### config.mk
export PLATFORM = sky130hd
export DESIGN_NAME = mmt_top
export DESIGN_NICKNAME = d
export VERILOG_FILES = /design/src/design/mmt_pkg.sv /design/src/design/mmt_timer_b.sv /design/src/design/mmt_top.sv
export SDC_FILE = /design/constraint.sdc
export NUM_CORES = 1
export LEC_CHECK = 0
export BUFFER_PORTS_ARGS = -buffer_cell sky130_fd_sc_hd__buf_2
export CORE_ASPECT_RATIO = 1.2
export CORE_MARGIN = 2
export CORE_UTILIZATION = 45
export CTS_CLUSTER_DIAMETER = 30
export CTS_CLUSTER_SIZE = 28
export DETAILED_ROUTE_END_ITERATION = 7
export PLACE_DENSITY_LB_ADDON = 0.25
export SETUP_SLACK_MARGIN = 0.2
export SLEW_MARGIN = 20
export SYNTH_ARGS = -nofsm -noshare
export SYNTH_HDL_FRONTEND = slang
export SYNTH_SLANG_ARGS = --single-unit
### constraint.sdc
create_clock -name sys_clk -period 8.55 [get_ports sys_clk]
set_input_delay 1.71 -clock sys_clk [delete_from_list [all_inputs] [get_ports sys_clk]]
set_output_delay 1.71 -clock sys_clk [all_outputs]
set_load 0.03 [all_outputs]
### src/design/mmt_pkg.sv
/*
 * Shared constants, register map and carrier types of the multimode timer block.
 * Assumes a 32-bit AXI4-Lite register bus and a single 250 MHz system clock.
 */
package mmt_pkg;
	// ---------------------------------------------------------------
	// Register map (byte addresses)
	// ---------------------------------------------------------------
	localparam int         ADDR_W       = 8;
	localparam logic [7:0] OFS_CTRL     = 8'h00;
	localparam logic [7:0] OFS_A_MODE   = 8'h04;
	localparam logic [7:0] OFS_A_COUNT  = 8'h08;
	localparam logic [7:0] OFS_A_DUTY   = 8'h0C;
	localparam logic [7:0] OFS_B_MODE   = 8'h10;
	localparam logic [7:0] OFS_B_COUNT  = 8'h14;
	localparam logic [7:0] OFS_RTP_DATA = 8'h18;
	localparam logic [7:0] OFS_IRQ_STAT = 8'h1C;
	localparam logic [7:0] OFS_IRQ_CLR  = 8'h20;
	localparam logic [7:0] OFS_IRQ_EN   = 8'h24;

	// ---------------------------------------------------------------
	// Field positions
	// ---------------------------------------------------------------
	localparam int CTRL_A_START = 0;
	localparam int CTRL_B_START = 1;
	localparam int CTRL_RTP_EN  = 2;
	localparam int CTRL_A_TRIG  = 3;
	localparam int IRQ_A        = 0;
	localparam int IRQ_B        = 1;
	localparam int IRQ_W        = 2;
	localparam int RTP_W        = 8;

	// ---------------------------------------------------------------
	// Values and reset values
	// ---------------------------------------------------------------
	localparam logic [15:0] CNT_ONES    = 16'hFFFF;
	localparam logic [15:0] CNT_ZEROS   = 16'h0000;
	localparam logic [15:0] CNT_ONE     = 16'h0001;
	localparam logic [15:0] RST_RELOAD  = 16'hFFFF;
	localparam logic [15:0] RST_DUTY    = 16'h0000;
	localparam logic [1:0]  RESP_OKAY   = 2'b00;
	localparam logic [1:0]  RESP_SLVERR = 2'b10;

	// ---------------------------------------------------------------
	// Modes and configuration carriers
	// ---------------------------------------------------------------
	typedef enum logic [1:0] {
		MMT_A_TIMER   = 2'b00,
		MMT_A_EVENT   = 2'b01,
		MMT_A_ONESHOT = 2'b10,
		MMT_A_PWM     = 2'b11
	} mmt_amode_t;

	typedef enum logic [1:0] {
		MMT_B_TIMER   = 2'b00,
		MMT_B_EVENT   = 2'b01,
		MMT_B_MEASURE = 2'b10
	} mmt_bmode_t;

	typedef struct packed {
		logic       gate_en;
		logic       free_run;
		logic       count_up;
		mmt_amode_t mode;
	} mmt_acfg_t;

	typedef struct packed {
		logic       width_sel;
		mmt_bmode_t mode;
	} mmt_bcfg_t;

	localparam mmt_acfg_t RST_ACFG = '{gate_en: 1'b0, free_run: 1'b0, count_up: 1'b0,
		mode: MMT_A_TIMER};
	localparam mmt_bcfg_t RST_BCFG = '{width_sel: 1'b0, mode: MMT_B_TIMER};
endpackage

### src/design/mmt_timer_b.sv
/*
 * Input timer: timer, event counter and pulse period / pulse width measurement.
 * Assumes tick is a one-cycle enable from the prescaler and edge_in is synchronous.
 */
`timescale 1ns/1ps
module mmt_timer_b (
	input  wire logic              sys_clk,
	input  wire logic              sys_rst,
	input  wire logic              tick,
	input  wire logic              edge_in,
	input  wire logic              start,
	input  wire mmt_pkg::mmt_bcfg_t cfg,
	input  wire logic              cnt_wr,
	input  wire logic [15:0]       cnt_wdata,
	output logic      [15:0]       rd_value,
	output logic                   irq_set
);
	import mmt_pkg::*;

	logic [15:0] cnt_q, cnt_d;
	logic [15:0] reload_q, reload_d;
	logic        prev_q, prev_d;
	logic        first_q, first_d;
	logic        wsel_q, wsel_d;
	logic        reload_now;

	// ---------------------------------------------------------------
	// Next state
	// ---------------------------------------------------------------
	always_comb begin
		logic rise;
		logic fall;
		logic eff;
		rise       = edge_in & ~prev_q;
		fall       = ~edge_in & prev_q;
		eff        = cfg.width_sel ? (rise | fall) : rise;
		cnt_d      = cnt_q;
		reload_d   = reload_q;
		prev_d     = edge_in;
		first_d    = first_q;
		wsel_d     = cfg.width_sel;
		irq_set    = 1'b0;
		reload_now = 1'b0;
		if (!start) begin
			first_d = 1'b1;
		end
		unique case (cfg.mode)
			MMT_B_TIMER, MMT_B_EVENT: begin
				if (start && ((cfg.mode == MMT_B_TIMER) ? tick : rise)) begin
					if (cnt_q == CNT_ZEROS) begin
						reload_now = 1'b1;
						cnt_d      = reload_q;
						irq_set    = 1'b1;
					end else begin
						cnt_d = cnt_q - CNT_ONE;
					end
				end
			end
			MMT_B_MEASURE: begin
				if (start && (wsel_q != cfg.width_sel)) begin
					irq_set = 1'b1;
				end
				if (start && eff) begin
					reload_d = cnt_q;
					cnt_d    = CNT_ZEROS;
					first_d  = 1'b0;
					if (!first_q) begin
						irq_set = 1'b1;
					end
				end else if (start && tick) begin
					cnt_d = cnt_q + CNT_ONE;
				end
			end
			default: begin
				cnt_d = cnt_q;
			end
		endcase
		if (cnt_wr) begin
			reload_d = cnt_wdata;
			if (!start) begin
				cnt_d = cnt_wdata;
			end
		end
	end

	assign rd_value = (cfg.mode == MMT_B_MEASURE) ? reload_q :
		(reload_now ? CNT_ONES : cnt_q);

	always_ff @(posedge sys_clk) begin
		if (sys_rst) begin
			cnt_q    <= CNT_ZEROS;
			reload_q <= RST_RELOAD;
			prev_q   <= 1'b0;
			first_q  <= 1'b1;
			wsel_q   <= 1'b0;
		end else begin
			cnt_q    <= cnt_d;
			reload_q <= reload_d;
			prev_q   <= prev_d;
			first_q  <= first_d;
			wsel_q   <= wsel_d;
		end
	end
endmodule

### src/design/mmt_top.sv
/*
 * Multimode timer block: one output timer, one input timer, real-time port latch,
 * interrupt status/enable/clear and an AXI4-Lite register slave.
 * Assumes a single sys_clk domain and event inputs already synchronous to it.
 */
`timescale 1ns/1ps

module mmt_top #(
	parameter int PRESCALE = 4
) (
	input  wire logic                       sys_clk,
	input  wire logic                       sys_rst,
	input  wire logic [mmt_pkg::ADDR_W-1:0] s_axi_awaddr,
	input  wire logic                       s_axi_awvalid,
	output logic                            s_axi_awready,
	input  wire logic [31:0]                s_axi_wdata,
	input  wire logic [3:0]                 s_axi_wstrb,
	input  wire logic                       s_axi_wvalid,
	output logic                            s_axi_wready,
	output logic [1:0]                      s_axi_bresp,
	output logic                            s_axi_bvalid,
	input  wire logic                       s_axi_bready,
	input  wire logic [mmt_pkg::ADDR_W-1:0] s_axi_araddr,
	input  wire logic                       s_axi_arvalid,
	output logic                            s_axi_arready,
	output logic [31:0]                     s_axi_rdata,
	output logic [1:0]                      s_axi_rresp,
	output logic                            s_axi_rvalid,
	input  wire logic                       s_axi_rready,
	input  wire logic                       a_event_in,
	input  wire logic                       b_event_in,
	output logic                            output_timer_pin,
	output logic [mmt_pkg::RTP_W-1:0]       rtp_port,
	output logic                            irq
);
	import mmt_pkg::*;

	function automatic logic is_mapped(input logic [ADDR_W-1:0] a);
		is_mapped = (a <= OFS_IRQ_EN) && (a[1:0] == 2'b00);
	endfunction

	function automatic logic [31:0] merge(input logic [31:0] old, input logic [31:0] d,
		input logic [3:0] strb);
		logic [31:0] m;
		m = {{8{strb[3]}}, {8{strb[2]}}, {8{strb[1]}}, {8{strb[0]}}};
		merge = (old & ~m) | (d & m);
	endfunction

	// ---------------------------------------------------------------
	// Prescaler
	// ---------------------------------------------------------------
	localparam int DIV_W = (PRESCALE > 1) ? $clog2(PRESCALE) : 1;
	logic [DIV_W-1:0] div_q, div_d;
	logic             tick;

	always_comb begin
		tick  = (div_q == DIV_W'(PRESCALE - 1));
		div_d = tick ? '0 : div_q + DIV_W'(1);
	end

	always_ff @(posedge sys_clk) begin
		if (sys_rst) begin
			div_q <= '0;
		end else begin
			div_q <= div_d;
		end
	end

	// ---------------------------------------------------------------
	// AXI4-Lite slave
	// ---------------------------------------------------------------
	logic              aw_have_q, aw_have_d, w_have_q, w_have_d;
	logic [ADDR_W-1:0] awaddr_q, awaddr_d;
	logic [31:0]       wdata_q, wdata_d;
	logic [3:0]        wstrb_q, wstrb_d;
	logic              bvalid_q, bvalid_d, rvalid_q, rvalid_d, arready_q, arready_d;
	logic [1:0]        bresp_q, bresp_d, rresp_q, rresp_d;
	logic [31:0]       rdata_q, rdata_d;
	logic              wr_go;
	logic [31:0]       rd_word;

	always_comb begin
		aw_have_d = aw_have_q;
		w_have_d  = w_have_q;
		awaddr_d  = awaddr_q;
		wdata_d   = wdata_q;
		wstrb_d   = wstrb_q;
		bvalid_d  = bvalid_q;
		bresp_d   = bresp_q;
		rvalid_d  = rvalid_q;
		rresp_d   = rresp_q;
		rdata_d   = rdata_q;
		arready_d = arready_q;
		wr_go     = aw_have_q && w_have_q && !bvalid_q;
		if (s_axi_bvalid && s_axi_bready) begin
			bvalid_d = 1'b0;
		end
		if (wr_go) begin
			aw_have_d = 1'b0;
			w_have_d  = 1'b0;
			bvalid_d  = 1'b1;
			bresp_d   = is_mapped(awaddr_q) ? RESP_OKAY : RESP_SLVERR;
		end
		if (s_axi_awvalid && s_axi_awready) begin
			aw_have_d = 1'b1;
			awaddr_d  = s_axi_awaddr;
		end
		if (s_axi_wvalid && s_axi_wready) begin
			w_have_d = 1'b1;
			wdata_d  = s_axi_wdata;
			wstrb_d  = s_axi_wstrb;
		end
		if (s_axi_rvalid && s_axi_rready) begin
			rvalid_d  = 1'b0;
			arready_d = 1'b1;
		end
		if (s_axi_arvalid && s_axi_arready) begin
			arready_d = 1'b0;
			rvalid_d  = 1'b1;
			rdata_d   = is_mapped(s_axi_araddr) ? rd_word : 32'h0000_0000;
			rresp_d   = is_mapped(s_axi_araddr) ? RESP_OKAY : RESP_SLVERR;
		end
	end

	always_ff @(posedge sys_clk) begin
		if (sys_rst) begin
			aw_have_q <= 1'b0;
			w_have_q  <= 1'b0;
			awaddr_q  <= '0;
			wdata_q   <= 32'h0000_0000;
			wstrb_q   <= 4'h0;
			bvalid_q  <= 1'b0;
			bresp_q   <= RESP_OKAY;
			rvalid_q  <= 1'b0;
			rresp_q   <= RESP_OKAY;
			rdata_q   <= 32'h0000_0000;
			arready_q <= 1'b0;
		end else begin
			aw_have_q <= aw_have_d;
			w_have_q  <= w_have_d;
			awaddr_q  <= awaddr_d;
			wdata_q   <= wdata_d;
			wstrb_q   <= wstrb_d;
			bvalid_q  <= bvalid_d;
			bresp_q   <= bresp_d;
			rvalid_q  <= rvalid_d;
			rresp_q   <= rresp_d;
			rdata_q   <= rdata_d;
			arready_q <= arready_d | ~rvalid_d;
		end
	end

	// A held address or data beat blocks its own channel until the write is done
	always_ff @(posedge sys_clk) begin
		if (sys_rst) begin
			s_axi_awready <= 1'b0;
			s_axi_wready  <= 1'b0;
		end else begin
			s_axi_awready <= ~aw_have_d & ~(s_axi_awvalid & s_axi_awready);
			s_axi_wready  <= ~w_have_d & ~(s_axi_wvalid & s_axi_wready);
		end
	end

	assign s_axi_bvalid  = bvalid_q;
	assign s_axi_bresp   = bresp_q;
	assign s_axi_rvalid  = rvalid_q;
	assign s_axi_rresp   = rresp_q;
	assign s_axi_rdata   = rdata_q;
	assign s_axi_arready = arready_q;

	// ---------------------------------------------------------------
	// Output timer, control, port latch and interrupts
	// ---------------------------------------------------------------
	mmt_acfg_t          acfg_q, acfg_d;
	mmt_bcfg_t          bcfg_q, bcfg_d;
	logic [15:0]        acnt_q, acnt_d, arel_q, arel_d, aduty_q, aduty_d;
	logic               astart_q, astart_d, bstart_q, bstart_d, rtpen_q, rtpen_d;
	logic               apin_q, apin_d, aact_q, aact_d, aprev_q, aprev_d;
	logic [RTP_W-1:0]   rtpd_q, rtpd_d, rtp_q, rtp_d;
	logic [IRQ_W-1:0]   stat_q, stat_d, en_q, en_d;
	logic               irq_q, irq_d;
	logic               a_reload_now, b_irq_set, b_cnt_wr;
	logic [15:0]        a_rd, b_rd;
	logic [31:0]        wval;

	always_comb begin
		logic [IRQ_W-1:0] set;
		logic [IRQ_W-1:0] clr;
		logic             step;
		logic             at_lim;
		logic             a_stop;
		set        = '0;
		clr        = '0;
		a_stop     = 1'b0;
		acfg_d     = acfg_q;
		bcfg_d     = bcfg_q;
		acnt_d     = acnt_q;
		arel_d     = arel_q;
		aduty_d    = aduty_q;
		astart_d   = astart_q;
		bstart_d   = bstart_q;
		rtpen_d    = rtpen_q;
		apin_d     = apin_q;
		aact_d     = aact_q;
		aprev_d    = a_event_in;
		rtpd_d     = rtpd_q;
		rtp_d      = rtp_q;
		en_d       = en_q;
		b_cnt_wr   = 1'b0;
		wval       = 32'h0000_0000;
		step       = 1'b0;
		at_lim     = 1'b0;
		a_reload_now = 1'b0;
		unique case (acfg_q.mode)
			MMT_A_TIMER:   step = tick;
			MMT_A_EVENT:   step = a_event_in & ~aprev_q;
			MMT_A_ONESHOT: step = tick & aact_q;
			MMT_A_PWM:     step = tick;
		endcase
		if (acfg_q.mode == MMT_A_EVENT && acfg_q.count_up) begin
			at_lim = (acnt_q == CNT_ONES);
		end else begin
			at_lim = (acnt_q == CNT_ZEROS);
		end
		// Counting uses the state before any write of this cycle
		if (astart_q && step) begin
			unique case (acfg_q.mode)
				MMT_A_TIMER, MMT_A_EVENT: begin
					if (at_lim) begin
						a_reload_now = 1'b1;
						set[IRQ_A]   = 1'b1;
						acnt_d = acfg_q.free_run ? ~acnt_q : arel_q;
						if (rtpen_q && acfg_q.mode == MMT_A_TIMER) begin
							rtp_d = rtpd_q;
						end
					end else begin
						acnt_d = acfg_q.count_up && acfg_q.mode == MMT_A_EVENT ?
							acnt_q + CNT_ONE : acnt_q - CNT_ONE;
					end
				end
				MMT_A_ONESHOT: begin
					if (at_lim) begin
						aact_d     = 1'b0;
						apin_d     = 1'b0;
						acnt_d     = arel_q;
						set[IRQ_A] = 1'b1;
					end else begin
						acnt_d = acnt_q - CNT_ONE;
					end
				end
				MMT_A_PWM: begin
					acnt_d = at_lim ? arel_q : acnt_q - CNT_ONE;
					apin_d = (acnt_d < aduty_q);
					if (apin_q && !apin_d) begin
						set[IRQ_A] = 1'b1;
					end
				end
			endcase
		end
		if (wr_go && is_mapped(awaddr_q)) begin
			wval = merge(rd_word_at(awaddr_q), wdata_q, wstrb_q);
			unique case (awaddr_q)
				OFS_CTRL: begin
					astart_d = wval[CTRL_A_START];
					bstart_d = wval[CTRL_B_START];
					rtpen_d  = wval[CTRL_RTP_EN];
					if (wval[CTRL_A_TRIG] && wval[CTRL_A_START] &&
						acfg_q.mode == MMT_A_ONESHOT) begin
						aact_d = 1'b1;
						apin_d = 1'b1;
						acnt_d = arel_q;
					end
				end
				OFS_A_MODE: begin
					acfg_d = mmt_acfg_t'(wval[4:0]);
					if ((acfg_d.mode == MMT_A_ONESHOT || acfg_d.mode == MMT_A_PWM) &&
						(acfg_q.mode == MMT_A_TIMER || acfg_q.mode == MMT_A_EVENT)) begin
						set[IRQ_A] = 1'b1;
					end
				end
				OFS_A_COUNT: begin
					arel_d = wval[15:0];
					if (!astart_q) begin
						acnt_d = wval[15:0];
					end
				end
				OFS_A_DUTY:   aduty_d  = wval[15:0];
				OFS_B_MODE:   bcfg_d   = mmt_bcfg_t'(wval[2:0]);
				OFS_B_COUNT:  b_cnt_wr = 1'b1;
				OFS_RTP_DATA: rtpd_d   = wval[RTP_W-1:0];
				OFS_IRQ_CLR:  clr      = wval[IRQ_W-1:0];
				OFS_IRQ_EN:   en_d     = wval[IRQ_W-1:0];
				default: begin
					clr = '0;
				end
			endcase
		end
		a_stop = astart_q && !astart_d;
		if (a_stop && acfg_q.mode == MMT_A_ONESHOT && aact_q) begin
			aact_d     = 1'b0;
			acnt_d     = arel_q;
			apin_d     = 1'b0;
			set[IRQ_A] = 1'b1;
		end
		if (a_stop && acfg_q.mode == MMT_A_PWM) begin
			// request only if pin was high
			apin_d     = 1'b0;
			set[IRQ_A] = apin_q;
			acnt_d     = acnt_q;
		end
		set[IRQ_B] = b_irq_set;
		// Set wins over a clear in the same cycle
		stat_d = (stat_q & ~clr) | set;
		irq_d  = |(stat_d & en_d);
	end

	// live count, fixed value at reload
	assign a_rd = !a_reload_now ? acnt_q :
		((acfg_q.mode == MMT_A_EVENT && acfg_q.count_up) ? CNT_ZEROS : CNT_ONES);

	function automatic logic [31:0] rd_word_at(input logic [ADDR_W-1:0] a);
		unique case (a)
			OFS_CTRL:     rd_word_at = {29'h0, rtpen_q, bstart_q, astart_q};
			OFS_A_MODE:   rd_word_at = {27'h0, acfg_q};
			OFS_A_COUNT:  rd_word_at = {16'h0, a_rd};
			OFS_A_DUTY:   rd_word_at = {16'h0, aduty_q};
			OFS_B_MODE:   rd_word_at = {29'h0, bcfg_q};
			OFS_B_COUNT:  rd_word_at = {16'h0, b_rd};
			OFS_RTP_DATA: rd_word_at = {24'h0, rtpd_q};
			OFS_IRQ_STAT: rd_word_at = {30'h0, stat_q};
			OFS_IRQ_EN:   rd_word_at = {30'h0, en_q};
			default:      rd_word_at = 32'h0000_0000;
		endcase
	endfunction

	assign rd_word = rd_word_at(s_axi_araddr);

	always_ff @(posedge sys_clk) begin
		if (sys_rst) begin
			acfg_q   <= RST_ACFG;
			bcfg_q   <= RST_BCFG;
			acnt_q   <= CNT_ZEROS;
			arel_q   <= RST_RELOAD;
			aduty_q  <= RST_DUTY;
			astart_q <= 1'b0;
			bstart_q <= 1'b0;
			rtpen_q  <= 1'b0;
			apin_q   <= 1'b0;
			aact_q   <= 1'b0;
			aprev_q  <= 1'b0;
			rtpd_q   <= '0;
			rtp_q    <= '0;
			stat_q   <= '0;
			en_q     <= '0;
			irq_q    <= 1'b0;
		end else begin
			acfg_q   <= acfg_d;
			bcfg_q   <= bcfg_d;
			acnt_q   <= acnt_d;
			arel_q   <= arel_d;
			aduty_q  <= aduty_d;
			astart_q <= astart_d;
			bstart_q <= bstart_d;
			rtpen_q  <= rtpen_d;
			apin_q   <= apin_d;
			aact_q   <= aact_d;
			aprev_q  <= aprev_d;
			rtpd_q   <= rtpd_d;
			rtp_q    <= rtp_d;
			stat_q   <= stat_d;
			en_q     <= en_d;
			irq_q    <= irq_d;
		end
	end

	assign output_timer_pin = apin_q;
	assign rtp_port         = rtp_q;
	assign irq              = irq_q;

	// ---------------------------------------------------------------
	// Input timer
	// ---------------------------------------------------------------
	mmt_timer_b u_timer_b (
		.sys_clk   (sys_clk),
		.sys_rst   (sys_rst),
		.tick      (tick),
		.edge_in   (b_event_in),
		.start     (bstart_q),
		.cfg       (bcfg_q),
		.cnt_wr    (b_cnt_wr),
		.cnt_wdata (wval[15:0]),
		.rd_value  (b_rd),
		.irq_set   (b_irq_set)
	);
endmodule

==> flow_results.xml, run 1 <==
<?xml version="1.0" encoding="UTF-8"?>
<metrics>
  <group name="cts">
    <metric name="cts_max_level" unit="">4</metric>
    <metric name="clock_insertion_delay_worst_skew" unit="ns">0.45</metric>
    <metric name="clkSinkCount" unit="">171</metric>
    <metric name="cts-buffers-inserted" unit="">17</metric>
    <metric name="hold_buffers" unit="">0</metric>
    <metric name="tritoncts" unit="">yes</metric>
    <metric name="worst_setup_hold_path_clk_slew" unit="ns">0.07</metric>
    <metric name="ctsResizeCount" unit="">0</metric>
    <metric name="clk_tree_root_cell" unit="">clkbuf_16</metric>
    <metric name="cts_buffer_depth" unit="">2</metric>
    <metric name="cts.repair_timing.setup_buffer_count" unit="">0</metric>
  </group>
  <group name="floorplanning">
    <metric name="fp.coreArea" unit="um^2">26400</metric>
    <metric name="fp.dieW" unit="um">154</metric>
    <metric name="die_h" unit="um">184</metric>
    <metric name="placementRows" unit="">65</metric>
    <metric name="fp.dieArea" unit="um^2">28300</metric>
    <metric name="initial_core_util" unit="%">45.9</metric>
    <metric name="num_io_pins" unit="">112</metric>
  </group>
  <group name="grt">
    <metric name="first_global_vias" unit="">12469</metric>
    <metric name="grt_overflow_total" unit="">0</metric>
    <metric name="grt_start_max_net_pins" unit="">72</metric>
    <metric name="global_route_wire_length_before_repair" unit="um">71200</metric>
    <metric name="antenna_found_initial" unit="">0</metric>
    <metric name="grt_usage" unit="%">32.2</metric>
  </group>
  <group name="cells_and_area">
    <metric name="nets" unit="">1786</metric>
    <metric name="syn_to_final_growth" unit="%">8.33</metric>
    <metric name="antenna_cells_inserted" unit="">0</metric>
    <metric name="drive_gt1_share" unit="%">11.2</metric>
    <metric name="finished_layout_cells" unit="">2046</metric>
  </group>
  <group name="synth">
    <metric name="synth_warnings" unit="">0</metric>
    <metric name="synth-seq-cells" unit="">171</metric>
    <metric name="async_flop_share" unit="%">0</metric>
    <metric name="dominantRegCellSynth" unit="">dfxtp_1</metric>
    <metric name="post_synth_inst_count" unit="">1712</metric>
    <metric name="synth-seq-area-share" unit="%">28.2</metric>
    <metric name="synth_cell_types" unit="">87</metric>
    <metric name="synth_area" unit="um^2">12100</metric>
    <metric name="synth_edf_count" unit="">0</metric>
    <metric name="postSynthAreaPerCell" unit="um^2">7.09</metric>
  </group>
  <group name="sta">
    <metric name="final-hold-violation-count" unit="">0</metric>
    <metric name="slew-limit-headroom" unit="%">30.3</metric>
    <metric name="rsz0062_at_grt" unit="">no</metric>
    <metric name="maxSlewViolCount" unit="">0</metric>
    <metric name="clock-skew-final" unit="ns">0.0155</metric>
    <metric name="final.min_clock_period" unit="ns">4.97</metric>
    <metric name="total_negative_slack_for_setup_checks" unit="ns">0</metric>
    <metric name="worst_hold_slack" unit="ns">0.427</metric>
    <metric name="max_slew.worst_pin.slew" unit="ns">1.04</metric>
    <metric name="final_min_period_over_clock_period" unit="%">58.2</metric>
    <metric name="fmaxAchievable" unit="MHz">201</metric>
    <metric name="timing.final.setup_violations" unit="">0</metric>
  </group>
  <group name="power_and_ir_drop">
    <metric name="ir_worst_vdd" unit="V">0.000152</metric>
    <metric name="pwr-share-comb" unit="%">9.5</metric>
    <metric name="intPower" unit="uW">1310</metric>
    <metric name="power.net_switching" unit="uW">485</metric>
    <metric name="power.static_leakage" unit="uW">0.00487</metric>
    <metric name="power.switching_fraction" unit="%">27.0</metric>
    <metric name="power.share.clock" unit="%">44.6</metric>
    <metric name="share_seq_of_total_power" unit="%">45.9</metric>
    <metric name="pwr_density_cell" unit="nW/um^2">137</metric>
  </group>
  <group name="detailed_routing">
    <metric name="detail_route.drc_violations" unit="">0</metric>
    <metric name="via_count" unit="">13425</metric>
    <metric name="avgViaCountPerCell" unit="">6.56</metric>
    <metric name="dr.pass1.iters" unit="">5</metric>
    <metric name="initialDrtViolationCount" unit="">1405</metric>
    <metric name="route.detailed.wl_per_inst" unit="um">22.5</metric>
    <metric name="drt_wl_total" unit="um">46000</metric>
    <metric name="antenna_violating_nets_remaining" unit="">0</metric>
  </group>
  <group name="worst_setup_path">
    <metric name="critical_path_arrival" unit="ns">5.35</metric>
    <metric name="worstSetupPathType" unit="">input pin to register</metric>
    <metric name="cp_cell_sequence" unit="">buf_2 &gt; ha_1 &gt; mux2_2 &gt; nand3b_1 &gt; o21ai_1 &gt; a222oi_1 &gt; o21a_1 &gt; nor3_2 &gt; or3_1 &gt; a311o_1 &gt; a21oi_1</metric>
    <metric name="crit_required" unit="ns">8.92</metric>
    <metric name="worstSetupStartpointType" unit="">input pin</metric>
    <metric name="crit_slowest_cell" unit="">o21a_1</metric>
    <metric name="path_buf_inv" unit="">1</metric>
    <metric name="setup.worst_path.end_class" unit="">register</metric>
    <metric name="critical-path-max-stage-delay" unit="ns">0.67</metric>
    <metric name="critical_path.top_delay_family" unit="">compound AO/OA/AOI/OAI gates</metric>
    <metric name="timing.critical_path.fanout_max" unit="">12</metric>
  </group>
  <group name="hold_path">
    <metric name="holdCritPathClass" unit="">register to register</metric>
  </group>
  <group name="placement">
    <metric name="port_buffers" unit="">75</metric>
    <metric name="placed_cells" unit="">2013</metric>
    <metric name="globalplace.congestion" unit="">0.991</metric>
    <metric name="hpwlAfterDp" unit="um">33600</metric>
  </group>
  <group name="job">
    <metric name="max_cap_violations" unit="">0</metric>
  </group>
  <group name="status">
    <metric name="status" unit="">finished clean</metric>
  </group>
</metrics>
==> cell usage after synthesis (14+ instances only) <==
cell type,n,area (um^2)
nor4_1,21,131
nor3_1,42,210
a22oi_1,22,165
and3_1,20,125
a211oi_1,21,158
a21o_1,14,105
nand4_1,25,156
nor2_1,185,694
nand3_1,68,340
a21oi_1,129,646
clkbuf_1,106,398
mux2_2,19,214
dfxtp_1,171,3420
o21ai_0,94,470
o211ai_1,43,323
ha_1,27,338
mux2i_1,35,350
a221oi_1,17,149
o22ai_1,19,119
buf_4,20,150
nand2_1,286,1070
inv_1,52,195
buf_2,14,70.1
==> layout make-up <==
class	instances	area (um^2)
fillers	2655	13300
multi-input cells	1355	7940
flip-flops and latches	171	3420
repair buffers	101	568
clock buffers	20	467
well taps	335	419
inverters	52	195
clock inverters	12	136
==> layout by cell type, fill, tap and decap left out, types with 11 or more instances in the layout <==
cell type,n
nor2_1,185
and3_1,20
o21ai_0,94
a221oi_1,17
xnor2_1,13
nor3_1,40
conb_1,18
a22oi_1,22
nor2b_1,11
buf_4,25
mux2_2,19
nand2_1,286
a31oi_1,12
o211ai_1,43
dfxtp_1,171
a21oi_1,127
nand4_1,25
or3_1,12
or4_1,13
ha_1,27
a21o_1,14
nor4_1,20
mux2i_1,35
buf_2,75
nand3_1,68
o22ai_1,19
clkbuf_16,17
inv_1,52
a211oi_1,21
o221ai_1,11
==> worst paths after layout <==
path / startpoint / endpoint / cells past startpoint / slack [ns]
min reg2reg: div_q[0] / div_q[0] / 1 / 0.43
max reg2reg: acnt_q[3] / irq / 15 / 3.59
min: div_q[0] / div_q[0] / 1 / 0.43
max: b_event_in / acnt_q[1] / 11 / 3.58
==> stage by stage <==
step / setup slack [ns] / util [%] / total power [uW] / area [um^2]
2_1_floorplan: 4.37 / - / 959 / 12200
3_3_place_gp: 3.28 / 47.4 / 1010 / 12500
3_5_place_dp: 3.23 / 47.4 / 1010 / 12500
4_1_cts: 3.69 / 49.7 / 1800 / 13100
5_1_grt: 3.32 / 49.7 / 1850 / 13100
6_report: 3.58 / 49.7 / 1800 / 13100
==> per-layer routing <==
metal	wire, um	GRT usage (%)	up-vias	part of all wire (%)
met5	0	0	-	0
met4	2870	19.4	0	6.2
met3	4060	4.08	163	8.8
met2	20700	51.9	775	45
met1	18400	41.2	6322	40
li1	-	-	6165	-
==> cell families (layout without fill, tap and decap cells) <==
| kind of cell | Yosys count | after routing | share of synthesized area, % |
|---|---|---|---|
| buf+inv | 203 | 185 | 7.11 |
| xor+xnor | 17 | 17 | 1.23 |
| flops | 171 | 171 | 28.2 |
| simple gates | 738 | 738 | 28.1 |
| compound gates | 499 | 499 | 27.7 |
| other cells | 1 | 18 | 0.0309 |
| mux | 56 | 56 | 4.84 |
| fa+ha+maj | 27 | 27 | 2.78 |
==> state kept, by name (all words and copies together), names as in the netlist, 3 cells and up <==
signal / count
acfg_q: 5
bcfg_q: 3
acnt_q: 16
u_timer_b.cnt_q: 16
rtpd_q: 8
s_axi_rdata: 16
arel_q: 16
wdata_q: 16
u_timer_b.reload_q: 16
aduty_q: 16
rtp_port: 8
awaddr_q: 8
==> power by group through the flow <==
| stage | combinational (uW) | clock [uW] | sequential, uW |
|---|---|---|---|
| global placement | 166 | 0 | 842 |
| finish | 171 | 801 | 825 |
| floorplan | 123 | 0 | 836 |
| CTS | 168 | 808 | 824 |
| detailed placement | 167 | 0 | 842 |
| global route | 184 | 841 | 827 |
No activity file was read; power rests on OpenSTA's default activity.
==> run 2, diff against run 1 <==
--- a/config.mk
+++ b/config.mk
@@ -5,6 +5,7 @@
 export SDC_FILE = /design/constraint.sdc
 export NUM_CORES = 1
 export LEC_CHECK = 0
+export ABC_AREA = 1
 export BUFFER_PORTS_ARGS = -buffer_cell sky130_fd_sc_hd__buf_2
 export CORE_ASPECT_RATIO = 1.2
 export CORE_MARGIN = 2
==> constraint.sdc (replaced) <==
create_clock -name sys_clk -period 4.2 [get_ports sys_clk]
set_input_delay 0.84 -clock sys_clk [delete_from_list [all_inputs] [get_ports sys_clk]]
set_output_delay 0.84 -clock sys_clk [all_outputs]
set_load 0.03 [all_outputs]
==> run 2 against run 1 <==
  * Synthesized cell count up 20%
  * Sequential share of layout area shrank 1.4 points
  * Final cell count grew 21%
  * Area after synthesis is 4.4% higher
==> flow_results.xml, run 2 <==
<?xml version="1.0" encoding="UTF-8"?>
<metrics>
  <group name="status">
    <metric name="status" unit="">finished clean</metric>
  </group>
  <group name="detailed_routing">
    <metric name="avgViaCountPerCell" unit="">5.67</metric>
    <metric name="initialDrtViolationCount" unit="">1340</metric>
    <metric name="via_count" unit="">13989</metric>
    <metric name="detail_route.drc_violations" unit="">0</metric>
    <metric name="drt_wl_total" unit="um">46200</metric>
    <metric name="dr.pass1.iters" unit="">5</metric>
    <metric name="route.detailed.wl_per_inst" unit="um">18.7</metric>
    <metric name="antenna_violating_nets_remaining" unit="">0</metric>
  </group>
  <group name="power_and_ir_drop">
    <metric name="pwr_density_cell" unit="nW/um^2">266</metric>
    <metric name="share_seq_of_total_power" unit="%">45.3</metric>
    <metric name="power.net_switching" unit="uW">1040</metric>
    <metric name="power.switching_fraction" unit="%">28.1</metric>
    <metric name="power.share.clock" unit="%">46.9</metric>
    <metric name="ir_worst_vdd" unit="V">0.000268</metric>
    <metric name="intPower" unit="uW">2650</metric>
    <metric name="pwr-share-comb" unit="%">7.8</metric>
    <metric name="power.static_leakage" unit="uW">0.00652</metric>
  </group>
  <group name="placement">
    <metric name="hpwlAfterDp" unit="um">34700</metric>
    <metric name="port_buffers" unit="">75</metric>
    <metric name="globalplace.congestion" unit="">0.959</metric>
    <metric name="pre_cts_slack" unit="ns">0.634</metric>
  </group>
  <group name="cts">
    <metric name="cts-buffers-inserted" unit="">17</metric>
    <metric name="tritoncts" unit="">yes</metric>
    <metric name="clk_tree_root_cell" unit="">clkbuf_16</metric>
    <metric name="ctsResizeCount" unit="">0</metric>
    <metric name="clock_insertion_delay_worst_skew" unit="ns">0.45</metric>
    <metric name="cts_max_level" unit="">4</metric>
    <metric name="clkSinkCount" unit="">171</metric>
    <metric name="hold_buffers" unit="">0</metric>
    <metric name="cts.repair_timing.setup_buffer_count" unit="">0</metric>
    <metric name="worst_setup_hold_path_clk_slew" unit="ns">0.08</metric>
    <metric name="cts_buffer_depth" unit="">2</metric>
  </group>
  <group name="synth">
    <metric name="synth-seq-cells" unit="">171</metric>
    <metric name="dominantRegCellSynth" unit="">dfxtp_1</metric>
    <metric name="synth_cell_types" unit="">55</metric>
    <metric name="synth_edf_count" unit="">0</metric>
    <metric name="synth_area" unit="um^2">12700</metric>
    <metric name="postSynthAreaPerCell" unit="um^2">6.18</metric>
    <metric name="synth_warnings" unit="">0</metric>
    <metric name="synth-seq-area-share" unit="%">27.0</metric>
    <metric name="post_synth_inst_count" unit="">2048</metric>
    <metric name="synth_top_area_share" unit="%">27.0</metric>
    <metric name="synthTopCellsByArea" unit="">dfxtp_1 (27%), nand2_1 (13%), o21ai_0 (8.0%)</metric>
    <metric name="synth_largest_area_cell" unit="">dfxtp_1</metric>
    <metric name="synth_commonest_cells" unit="">nand2_1 (446), inv_1 (224), o21ai_0 (202)</metric>
    <metric name="async_flop_share" unit="%">0</metric>
    <metric name="synth.most_common_cell" unit="">nand2_1</metric>
  </group>
  <group name="worst_setup_path">
    <metric name="timing.critical_path.fanout_max" unit="">35</metric>
    <metric name="worst_r2r_path_depth" unit="">20</metric>
    <metric name="crit_slowest_cell" unit="">nor2_8</metric>
    <metric name="critical-path-top-cell-by-count" unit="">nand2_1</metric>
    <metric name="cp_cell_sequence" unit="">inv_1 &gt; ha_1 &gt; nand2_1 &gt; buf_4 &gt; nand3_1 &gt; nand2_2 &gt; nand3_2 &gt; nand3_2 &gt; nand2_2 &gt; nand2_4 &gt; nand2_8 &gt; inv_4 &gt; nand3_4 &gt; nor2_8 &gt; a21oi_1 &gt; nand2_1 &gt; nand2_1 &gt; nand2_1 &gt; nand2_1 &gt; nand2_1</metric>
    <metric name="worstSetupPathType" unit="">register to register</metric>
    <metric name="setup.worst_path.end_class" unit="">register</metric>
    <metric name="critical_path.reg2reg.endpoint" unit="">irq</metric>
    <metric name="crit_required" unit="ns">4.59</metric>
    <metric name="worstSetupStartpointType" unit="">register</metric>
    <metric name="critical_path_arrival" unit="ns">4.06</metric>
    <metric name="critical-path-max-stage-delay" unit="ns">0.43</metric>
    <metric name="worst-r2r-setup-slack" unit="ns">0.54</metric>
    <metric name="critical_path.reg2reg.startpoint" unit="">acfg_q[1]</metric>
  </group>
  <group name="floorplanning">
    <metric name="die_h" unit="um">188</metric>
    <metric name="fp.coreArea" unit="um^2">27800</metric>
    <metric name="fp.dieArea" unit="um^2">29500</metric>
    <metric name="num_io_pins" unit="">112</metric>
    <metric name="placementRows" unit="">67</metric>
    <metric name="initial_core_util" unit="%">45.5</metric>
    <metric name="fp.dieW" unit="um">157</metric>
  </group>
  <group name="sta">
    <metric name="total_negative_slack_for_setup_checks" unit="ns">0</metric>
    <metric name="maxSlewViolCount" unit="">0</metric>
    <metric name="final.min_clock_period" unit="ns">3.66</metric>
    <metric name="rsz0062_at_grt" unit="">no</metric>
    <metric name="timing.final.setup_violations" unit="">0</metric>
    <metric name="final_min_period_over_clock_period" unit="%">87.2</metric>
    <metric name="max_slew.worst_pin.slew" unit="ns">1.12</metric>
    <metric name="slew-limit-headroom" unit="%">25.3</metric>
    <metric name="clock-skew-final" unit="ns">0.0126</metric>
    <metric name="worst_slack" unit="ns">0.536</metric>
    <metric name="fmaxAchievable" unit="MHz">273</metric>
    <metric name="final-hold-violation-count" unit="">0</metric>
  </group>
  <group name="grt">
    <metric name="antenna_found_initial" unit="">0</metric>
    <metric name="first_global_vias" unit="">12774</metric>
    <metric name="grt_usage" unit="%">31.5</metric>
    <metric name="global_route_wire_length_before_repair" unit="um">72700</metric>
    <metric name="grt_overflow_total" unit="">0</metric>
    <metric name="grt_start_max_net_pins" unit="">91</metric>
  </group>
  <group name="hold_path">
    <metric name="holdPathEnd" unit="">div_q[0]</metric>
    <metric name="holdCritPathClass" unit="">register to register</metric>
    <metric name="holdCritStartpoint" unit="">div_q[0]</metric>
    <metric name="hold_depth" unit="">1</metric>
  </group>
  <group name="cells_and_area">
    <metric name="drive_gt1_share" unit="%">11.4</metric>
    <metric name="nets" unit="">2162</metric>
    <metric name="antenna_cells_inserted" unit="">0</metric>
    <metric name="syn_to_final_growth" unit="%">9.57</metric>
    <metric name="fillerInstances" unit="">3039</metric>
    <metric name="layout.cells.most_common" unit="">nand2_1</metric>
    <metric name="layout.cells.most_common_list" unit="">nand2_1 (446), inv_1 (224), o21ai_0 (202), nor2_1 (186), dfxtp_1 (171)</metric>
  </group>
  <group name="job">
    <metric name="max_cap_violations" unit="">0</metric>
  </group>
</metrics>
[run 2: changes by cell type in the layout (fill, tap and decap cells not counted), sizes merged, moves of 21 or more]
cell | previous run | this run
inv | 55 | 260
nand2 | 286 | 464
o21ai | 105 | 214
nand3 | 69 | 167
a21oi | 131 | 173
mux2i | 35 | 0
xor2 | 4 | 37
mux2 | 21 | 0
[run 2: cells by family (layout without fill, tap and decap cells)]
logic type,count (synthesis),count (layout),share of synthesized area (%)
simple gates,908,908,31.6
compound gates,518,518,23.2
buf+inv,386,408,12.9
flops,171,171,27.0
xor+xnor,37,37,2.56
fa+ha+maj,27,27,2.67
other cells,1,18,0.0296
[run 2: power groups by stage]
stage               sequential [uW]  combinational (uW)  clock [uW]
floorplan                      1710                 194           0
global placement               1710                 281           0
detailed placement             1710                 284           0
CTS                            1670                 285        1740
global route                   1670                 315        1810
finish                         1670                 289        1730
[run 2: stage by stage]
step	cells	utilization [%]	hold slack [ns]	area (um^2)	total power (uW)
after floorplan	2065	-	0.404	12700	1900
after global placement	2434	47.6	0.413	13200	1990
after detailed placement	2434	47.6	0.426	13200	1990
after CTS	2466	49.8	0.437	13900	3700
after global routing	2466	49.8	0.456	13900	3800
final	2466	49.8	0.432	13900	3690
[run 2: layout make-up]
type	instances	area (um^2)	area share [%]
well taps	379	474	3.42
inverters	258	973	7.02
repair buffers	118	701	5.05
multi-input cells	1508	7670	55.3
clock buffers	18	439	3.17
clock inverters	14	188	1.35
flip-flops and latches	171	3420	24.7
[run 2: how the worst max path moves through the flow]
stage               from  endpoint  slack [ns]  depth (start not counted)
6_report       acfg_q[1]       irq        0.54                         20
5_1_grt        acfg_q[1]       irq        0.34                         20
4_1_cts        acfg_q[1]       irq        0.61                         20
3_5_place_dp   acfg_q[1]       irq        0.63                         20
3_3_place_gp   acfg_q[1]       irq        0.68                         20
2_1_floorplan  acfg_q[1]       irq        1.48                         24
[run 2: per-layer routing]
metal	track usage (%)	routed length, um	vias up
met5	0	0	-
li1	-	-	6818
met3	4.14	3280	94
met1	41.9	19500	6423
met2	51.4	21700	654
met4	12.4	1770	0
[run 2: worst max-delay path: cells and delay by family, from the launching register on]
kind | cells | cell delay, ns
flops | 1 | 0.42
simple gates | 15 | 2.39
fa+ha+maj | 1 | 0.21
buf+inv | 3 | 0.48
compound gates | 1 | 0.08
